<file path="config.mk">
export PLATFORM = sky130hd
export DESIGN_NAME = caw_top
export DESIGN_NICKNAME = d
export VERILOG_FILES = /design/src/caw_top.v /design/src/caw_wrap.v /design/src/caw_apb.v
export VERILOG_INCLUDE_DIRS = /design/src
export SDC_FILE = /design/constraint.sdc
export NUM_CORES = 1
export LEC_CHECK = 0
export CAP_MARGIN = 20
export CORE_AREA = 2 2 284 286
export CTS_CLUSTER_DIAMETER = 40
export DETAILED_ROUTE_END_ITERATION = 10
export DIE_AREA = 0 0 286 288
export DONT_BUFFER_PORTS = 1
export PLACE_DENSITY_LB_ADDON = 0.05
export RECOVER_POWER = 25
export SYNTH_ARGS = -nofsm -noshare
export SYNTH_HDL_FRONTEND = slang
export SYNTH_SLANG_ARGS = --single-unit
</file>
<file path="constraint.sdc">
create_clock -name SYS_CLK_I -period 17.8 [get_ports SYS_CLK_I]
set_input_delay 3.56 -clock SYS_CLK_I [delete_from_list [all_inputs] [get_ports SYS_CLK_I]]
set_output_delay 3.56 -clock SYS_CLK_I [all_outputs]
set_load 0.01 [all_outputs]
</file>
<file path="src/caw_defines.vh">
`ifndef CAW_DEFINES_VH
`define CAW_DEFINES_VH

// ==========================================================
// privilege mode encoding
`define CAW_MODE_USER 2'h0
`define CAW_MODE_SUPERVISOR 2'h1
`define CAW_MODE_KERNEL 2'h2
`define CAW_MODE_WALKER 2'h3

// ==========================================================
// address geometry
`define CAW_ADDR_W 64
`define CAW_WRAP_BIT 31
`define CAW_LOW_W 32

// ==========================================================
// register map
`define CAW_REG_CTRL 12'h000
`define CAW_REG_STATUS 12'h004
`define CAW_REG_ADDR_LO 12'h008
`define CAW_REG_ADDR_HI 12'h00C
`define CAW_REG_RES_LO 12'h010
`define CAW_REG_RES_HI 12'h014
`define CAW_CTRL_UX 0
`define CAW_CTRL_SX 1
`define CAW_CTRL_KX 2
`define CAW_CTRL_MODE_LO 4
`define CAW_CTRL_MODE_HI 5
`define CAW_CTRL_RESET 32'h0000_0000

`endif

</file>
<file path="src/caw_top.v">
`timescale 1ns/1ns
`default_nettype none
`include "caw_defines.vh"

module caw_top #(
  parameter IS_64BIT = 1
) (
  // clock and reset
  input wire SYS_CLK_I,
  input wire RST_I,
  // apb
  input wire PSEL_I,
  input wire PENABLE_I,
  input wire PWRITE_I,
  input wire [11:0] PADDR_I,
  input wire [31:0] PWDATA_I,
  output wire [31:0] PRDATA_O,
  output wire PREADY_O,
  output wire PSLVERR_O,
  // mode and extended-addressing bits from core
  input wire [1:0] MODE_I,
  input wire USER_EXT_ADDR_ENABLE_I,
  input wire SUPERVISOR_EXT_ADDR_ENABLE_I,
  input wire KERNEL_EXT_ADDR_ENABLE_I,
  // fetch
  input wire [63:0] FETCH_PC_I,
  output reg [63:0] FETCH_PC_O,
  // data access ahead of translation
  input wire [63:0] DATA_VADDR_I,
  output reg [63:0] DATA_VADDR_O,
  // control-transfer target
  input wire [63:0] BRANCH_TARGET_I,
  output reg [63:0] BRANCH_TARGET_O,
  // pc-relative calculation
  input wire [63:0] PCREL_RESULT_I,
  output reg [63:0] PCREL_RESULT_O,
  // page-table walker
  input wire [63:0] WALK_ADDR_I,
  output reg [63:0] WALK_ADDR_O
);

  wire [31:0] ctrl;
  wire [63:0] sw_addr;
  wire [63:0] sw_res;
  wire sw_wrapped;
  wire [63:0] w_fetch;
  wire [63:0] w_data;
  wire [63:0] w_branch;
  wire [63:0] w_pcrel;
  wire [63:0] w_walk;

  // ==========================================================
  // register slave; a software probe wraps through the ctrl mode and bits
  caw_apb u_apb (
    .clk_i(SYS_CLK_I),
    .rst_i(RST_I),
    .psel_i(PSEL_I),
    .penable_i(PENABLE_I),
    .pwrite_i(PWRITE_I),
    .paddr_i(PADDR_I),
    .pwdata_i(PWDATA_I),
    .prdata_o(PRDATA_O),
    .pready_o(PREADY_O),
    .pslverr_o(PSLVERR_O),
    .ctrl_o(ctrl),
    .addr_o(sw_addr),
    .res_i(sw_res),
    .wrapped_i(sw_wrapped)
  );

  caw_wrap #(.ADDR_W(64), .IS_64BIT(IS_64BIT)) u_probe (
    .addr_i(sw_addr),
    .mode_i(ctrl[`CAW_CTRL_MODE_HI:`CAW_CTRL_MODE_LO]),
    .user_ext_addr_enable_i(ctrl[`CAW_CTRL_UX]),
    .supervisor_ext_addr_enable_i(ctrl[`CAW_CTRL_SX]),
    .kernel_ext_addr_enable_i(ctrl[`CAW_CTRL_KX]),
    .addr_o(sw_res),
    .wrapped_o(sw_wrapped)
  );

  // ==========================================================
  // core paths, one wrapper each
  caw_wrap #(.ADDR_W(64), .IS_64BIT(IS_64BIT)) u_fetch (
    .addr_i(FETCH_PC_I),
    .mode_i(MODE_I),
    .user_ext_addr_enable_i(USER_EXT_ADDR_ENABLE_I),
    .supervisor_ext_addr_enable_i(SUPERVISOR_EXT_ADDR_ENABLE_I),
    .kernel_ext_addr_enable_i(KERNEL_EXT_ADDR_ENABLE_I),
    .addr_o(w_fetch),
    .wrapped_o()
  );

  caw_wrap #(.ADDR_W(64), .IS_64BIT(IS_64BIT)) u_data (
    .addr_i(DATA_VADDR_I),
    .mode_i(MODE_I),
    .user_ext_addr_enable_i(USER_EXT_ADDR_ENABLE_I),
    .supervisor_ext_addr_enable_i(SUPERVISOR_EXT_ADDR_ENABLE_I),
    .kernel_ext_addr_enable_i(KERNEL_EXT_ADDR_ENABLE_I),
    .addr_o(w_data),
    .wrapped_o()
  );

  caw_wrap #(.ADDR_W(64), .IS_64BIT(IS_64BIT)) u_branch (
    .addr_i(BRANCH_TARGET_I),
    .mode_i(MODE_I),
    .user_ext_addr_enable_i(USER_EXT_ADDR_ENABLE_I),
    .supervisor_ext_addr_enable_i(SUPERVISOR_EXT_ADDR_ENABLE_I),
    .kernel_ext_addr_enable_i(KERNEL_EXT_ADDR_ENABLE_I),
    .addr_o(w_branch),
    .wrapped_o()
  );

  caw_wrap #(.ADDR_W(64), .IS_64BIT(IS_64BIT)) u_pcrel (
    .addr_i(PCREL_RESULT_I),
    .mode_i(MODE_I),
    .user_ext_addr_enable_i(USER_EXT_ADDR_ENABLE_I),
    .supervisor_ext_addr_enable_i(SUPERVISOR_EXT_ADDR_ENABLE_I),
    .kernel_ext_addr_enable_i(KERNEL_EXT_ADDR_ENABLE_I),
    .addr_o(w_pcrel),
    .wrapped_o()
  );

  // walker always runs with kernel treatment
  caw_wrap #(.ADDR_W(64), .IS_64BIT(IS_64BIT)) u_walk (
    .addr_i(WALK_ADDR_I),
    .mode_i(`CAW_MODE_WALKER),
    .user_ext_addr_enable_i(USER_EXT_ADDR_ENABLE_I),
    .supervisor_ext_addr_enable_i(SUPERVISOR_EXT_ADDR_ENABLE_I),
    .kernel_ext_addr_enable_i(KERNEL_EXT_ADDR_ENABLE_I),
    .addr_o(w_walk),
    .wrapped_o()
  );

  // ==========================================================
  // outputs registered, one cycle after inputs
  always @(posedge SYS_CLK_I or posedge RST_I) begin
    if (RST_I) begin
      FETCH_PC_O <= 64'h0000_0000_0000_0000;
      DATA_VADDR_O <= 64'h0000_0000_0000_0000;
      BRANCH_TARGET_O <= 64'h0000_0000_0000_0000;
      PCREL_RESULT_O <= 64'h0000_0000_0000_0000;
      WALK_ADDR_O <= 64'h0000_0000_0000_0000;
    end else begin
      FETCH_PC_O <= w_fetch;
      DATA_VADDR_O <= w_data;
      BRANCH_TARGET_O <= w_branch;
      PCREL_RESULT_O <= w_pcrel;
      WALK_ADDR_O <= w_walk;
    end
  end

endmodule
`default_nettype wire

</file>
<file path="src/caw_wrap.v">
`timescale 1ns/1ns
`default_nettype none
`include "caw_defines.vh"

module caw_wrap #(
  parameter ADDR_W = 64,
  parameter IS_64BIT = 1
) (
  // address and mode
  input wire [ADDR_W-1:0] addr_i,
  input wire [1:0] mode_i,
  input wire user_ext_addr_enable_i,
  input wire supervisor_ext_addr_enable_i,
  input wire kernel_ext_addr_enable_i,
  // result
  output reg [ADDR_W-1:0] addr_o,
  output reg wrapped_o
);

  always @* begin
    wrapped_o = 1'b0;
    if (IS_64BIT != 0) begin
      case (mode_i)
        `CAW_MODE_USER: wrapped_o = ~user_ext_addr_enable_i;
        `CAW_MODE_SUPERVISOR: wrapped_o = ~supervisor_ext_addr_enable_i;
        `CAW_MODE_KERNEL: wrapped_o = ~kernel_ext_addr_enable_i;
        `CAW_MODE_WALKER: wrapped_o = ~kernel_ext_addr_enable_i;
        default: wrapped_o = 1'b0;
      endcase
    end
    // upper half replaced by bit 31, dropping any carry out of the low word
    if (wrapped_o) begin
      addr_o = {{(ADDR_W-32){addr_i[`CAW_WRAP_BIT]}}, addr_i[31:0]};
    end else begin
      addr_o = addr_i;
    end
  end

endmodule
`default_nettype wire

</file>
<file path="src/caw_apb.v">
`timescale 1ns/1ns
`default_nettype none
`include "caw_defines.vh"

module caw_apb (
  // clock and reset
  input wire clk_i,
  input wire rst_i,
  // apb
  input wire psel_i,
  input wire penable_i,
  input wire pwrite_i,
  input wire [11:0] paddr_i,
  input wire [31:0] pwdata_i,
  output reg [31:0] prdata_o,
  output reg pready_o,
  output reg pslverr_o,
  // register state
  output reg [31:0] ctrl_o,
  output reg [63:0] addr_o,
  input wire [63:0] res_i,
  input wire wrapped_i
);

  wire access = psel_i & penable_i & ~pready_o;
  reg [31:0] next_rdata;
  reg next_err;

  always @* begin
    next_rdata = 32'h0000_0000;
    next_err = 1'b0;
    case (paddr_i)
      `CAW_REG_CTRL: next_rdata = ctrl_o;
      `CAW_REG_STATUS: next_rdata = {{31{1'b0}}, wrapped_i};
      `CAW_REG_ADDR_LO: next_rdata = addr_o[31:0];
      `CAW_REG_ADDR_HI: next_rdata = addr_o[63:32];
      `CAW_REG_RES_LO: next_rdata = res_i[31:0];
      `CAW_REG_RES_HI: next_rdata = res_i[63:32];
      default: next_err = 1'b1;
    endcase
  end

  always @(posedge clk_i or posedge rst_i) begin
    if (rst_i) begin
      prdata_o <= 32'h0000_0000;
      pready_o <= 1'b0;
      pslverr_o <= 1'b0;
      ctrl_o <= `CAW_CTRL_RESET;
      addr_o <= 64'h0000_0000_0000_0000;
    end else begin
      pready_o <= access;
      pslverr_o <= access & next_err;
      prdata_o <= (access & ~pwrite_i) ? next_rdata : 32'h0000_0000;
      // a write lands on the edge that completes the transfer
      if (psel_i & penable_i & pready_o & pwrite_i) begin
        case (paddr_i)
          `CAW_REG_CTRL: ctrl_o <= pwdata_i & 32'h0000_0037;
          `CAW_REG_ADDR_LO: addr_o[31:0] <= pwdata_i;
          `CAW_REG_ADDR_HI: addr_o[63:32] <= pwdata_i;
          default: ctrl_o <= ctrl_o;
        endcase
      end
    end
  end

endmodule
`default_nettype wire

</file>
==> flow_summary_export.csv <==
group,metric,value,unit
floorplanning,die_area,0.0824,mm2
synthesis,yosys_register_bits,423,
timing,fin_crit_sh,37.8,%
synthesis,synth_fa_ha_area_share,0,%
synthesis,yosysWarnings,0,
run_status,status,"finished with violations",
place,dp.cells,1876,
synthesis,synth-simple-area-share,4.29,%
floorplanning,initial_utilization,17.2,%
power_and_ir_drop,totalPowerFinal,2950,uW
route,via_per_inst,3.66,
synthesis,ys_seq_area_share,77.1,%
global_route,grt_antenna_before_repair,17,
route,final_antenna_net_count,0,
finish,n_fill_cell,8410,
synthesis,synth-xor-area-share,0,%
setup_path,cpPeakStageDelay,2670,ps
floorplanning,dieWidth,286,um
global_route,first_global_vias,8734,
clocking,cts_buffers,93,
power_and_ir_drop,powerDensity,161,mW/mm2
global_route,globalRouteOverflowTotal,0,
place,port_buffers,0,
clocking,cts_hold_buf,0,
clocking,insertion_delay,600,ps
route,vias,7534,
place,routabilityCongestion,0.811,
route,drt-total-wl,53700,um
timing,period_needed,6730,ps
setup_path,critPathTopFamily,"buffers and inverters",
clocking,clock-sinks,423,
synthesis,ys_types,43,
synthesis,synthesis.nets,1224,
timing,finClkSkew,9.67,ps
clocking,cts_setup_buffers,0,
setup_path,cp.required,18420,ps
floorplanning,io_pins,728,
finish,fin_cells,2056,
setup_path,arrival,7350,ps
place,dp_hpwl,38600,um
clocking,cts_root_buffer,"clkbuf_16",
setup_path,path_cells,"clkinvlp_2 -> buf_4",
timing,slew_viol_final,113,
synthesis,synth_top_area_share,77.1,%
setup_path,critPathCaptureType,"async pin",
route,routedWlPerCell,26.1,um
setup_path,start_kind,"primary input",
floorplanning,num_rows,104,
timing,worstMarginPinSlew,4820,ps
setup_path,cp_num_buf_inv,2,
setup_path,critPathKind,"in -> async",
synthesis,syn_avg_cell_area,16.2,um2
synthesis,synthTopCellsByArea,"dfrtp_1 77%, a21o_1 7.0%, mux2_1 5.7%",
synthesis,synth_edf_count,0,
power_and_ir_drop,p_leak,0.00884,uW
global_route,grt_pass1_wl,73200,um
clocking,cts_tree,"done",
finish,final_nets,1285,
synthesis,muxShareOfSynthArea,6.10,%
synthesis,synth_ff_type,"dfrtp_1",
power_and_ir_drop,ir_drop,0.0000595,V
timing,grt_setup_unrepaired,"false",
floorplanning,fp.coreArea,0.0796,mm2
job,cap_violations,2,
clocking,ctsResizeCount,0,
route,drt-initial-drc-count,255,
timing,finalHoldViolations,0,
synthesis,synth_top_family_by_area,"compound AO/OA/AOI/OAI gates",
timing,timing.slew.headroom,-223,%
timing,whs,486,ps
synthesis,synth_compound_area_share,10.6,%
synthesis,syn_area,0.0137,mm2
route,drc,0,
hold_path,hp-class,"reg -> reg",
synthesis,synthArstFlopShare,100,%
route,firstDrtPassIters,4,
global_route,grt_usage,12.7,%
floorplanning,die_height,288,um
clocking,htreeDepth,3,
finish,drive_above_1_share,19.6,%
finish,syn2layout_area_growth,33.0,%
setup_path,cp_slowest_cell,"clkinvlp_2",
run_status,violations,"max-capacitance violations, max-slew violations",
synthesis,postSynthCellCount,850,
timing,setup_viol,0,
clocking,clockBufferDepth,3,
synthesis,yosysTopAreaCell,"dfrtp_1",
timing,fin_tns_setup,0,ps
global_route,grt_max_degree,128,
setup_path,path_max_fanout,106,
clocking,clk_pin_slew,40,ps
timing,timing.fmax,149,MHz
[cell families (layout without fill, tap and decap cells)]
kind of cell           after synthesis  count (layout)
multiplexers                        75              75
buffers and inverters               55             192
other                                0               9
flip-flops                         423             423
AO/OA/AOI/OAI                      185             185
AND/OR/NAND/NOR                    112             112
[cell usage after synthesis (3+ instances only)]
cell type and number:
nor2b_1 3, inv_1 7, a22oi_1 4, mux2_1 69, clkbuf_1 33, buf_6 5, nand2b_1 3, nor3_4 3
o21ai_0 4, mux2i_1 6, a21o_1 128, o22ai_1 5, buf_2 6, dfrtp_1 423, a21oi_1 7, a221o_1 26
buf_4 4, nor2_1 8, and2_1 3, nand2_1 76
[worst register-to-register path, cell delays in order, from the launching register on]
cell	delay (ps)
dfrtp_1	430
and4bb_2	450
nand4_4	240
o21ai_4	920
a221o_1	330
[routing by layer]
layer	vias to the layer above	share of wire, %	GRT usage [%]
met5	-	0.10	0
met4	8	2.4	4.67
met3	93	14	8.39
met2	436	51	21.5
met1	3910	33	12.3
li1	3087	-	-
[worst paths after layout]
kind	start	endpoint	slack, ps	cells past startpoint
max	RST_I	PCREL_RESULT_O[52]	11070	2
min	u_apb.addr_o[59]	u_apb.addr_o[59]	490	1
max reg2reg	u_apb.pready_o	u_apb.prdata_o[25]	15360	4
min reg2reg	u_apb.addr_o[59]	u_apb.addr_o[59]	490	1
max in group SYS_CLK_I	PADDR_I[9]	u_apb.prdata_o[25]	11920	4
min in group asynchronous	RST_I	DATA_VADDR_O[10]	4300	1
[layout make-up]
type / count / area (um2) / share of cell area [%]
antenna: 9 / 22.5 / 0.123
clock buffer: 122 / 2620 / 14.3
clock inverter: 49 / 676 / 3.70
inverter: 7 / 27.5 / 0.151
multi-input combinational: 372 / 2890 / 15.8
sequential: 423 / 10600 / 58.0
tap: 1060 / 1330 / 7.26
timing repair buffer: 14 / 114 / 0.624
[sequential cells by signal, indices dropped and copies added, names as in the netlist]
name	cells
BRANCH_TARGET_O	64
DATA_VADDR_O	64
FETCH_PC_O	64
PCREL_RESULT_O	64
WALK_ADDR_O	64
u_apb.addr_o	64
u_apb.ctrl_o	5
u_apb.prdata_o	32
u_apb.pready_o	1
u_apb.pslverr_o	1
[report_power, final]
part           leakage, uW  internal (uW)  switching [uW]
logic              0.00202           24.6            48.9
clock network      0.00160           1220             564
registers          0.00522           1020            69.8
total              0.00884           2260             683
[cells in the final DEF, fill, tap and decap left out, types with 3 or more instances in the layout]
cell type | netlist | final
inv_1 | 7 | 6
and2_1 | 3 | 3
dfrtp_1 | 423 | 423
mux2_1 | 69 | 69
o21ai_0 | 4 | 4
nor3_4 | 3 | 3
a21oi_1 | 7 | 7
clkbuf_8 | 0 | 16
nor2_2 | 0 | 3
a21o_1 | 128 | 128
clkbuf_16 | 0 | 94
clkbuf_1 | 33 | 13
clkinv_2 | 0 | 19
buf_4 | 4 | 12
nand2_1 | 76 | 76
diode_2 | 0 | 9
a221o_1 | 26 | 26
clkinvlp_4 | 0 | 11
mux2i_1 | 6 | 6
o22ai_1 | 5 | 5
nor2_1 | 8 | 4
inv_16 | 0 | 3
nor2b_1 | 3 | 3
a22oi_1 | 4 | 4
bufinv_16 | 0 | 13
nand2b_1 | 3 | 3
[per-stage QoR]
step	setup slack, ps	area [um2]	util, %
2_1_floorplan	2460	13700	-
3_3_place_gp	11560	15000	18.8
5_1_grt	10300	18200	22.9
6_report	11070	18300	22.9
3_5_place_dp	11540	15000	18.8
4_1_cts	12180	18300	22.9
(Power assumes the default switching activity.)
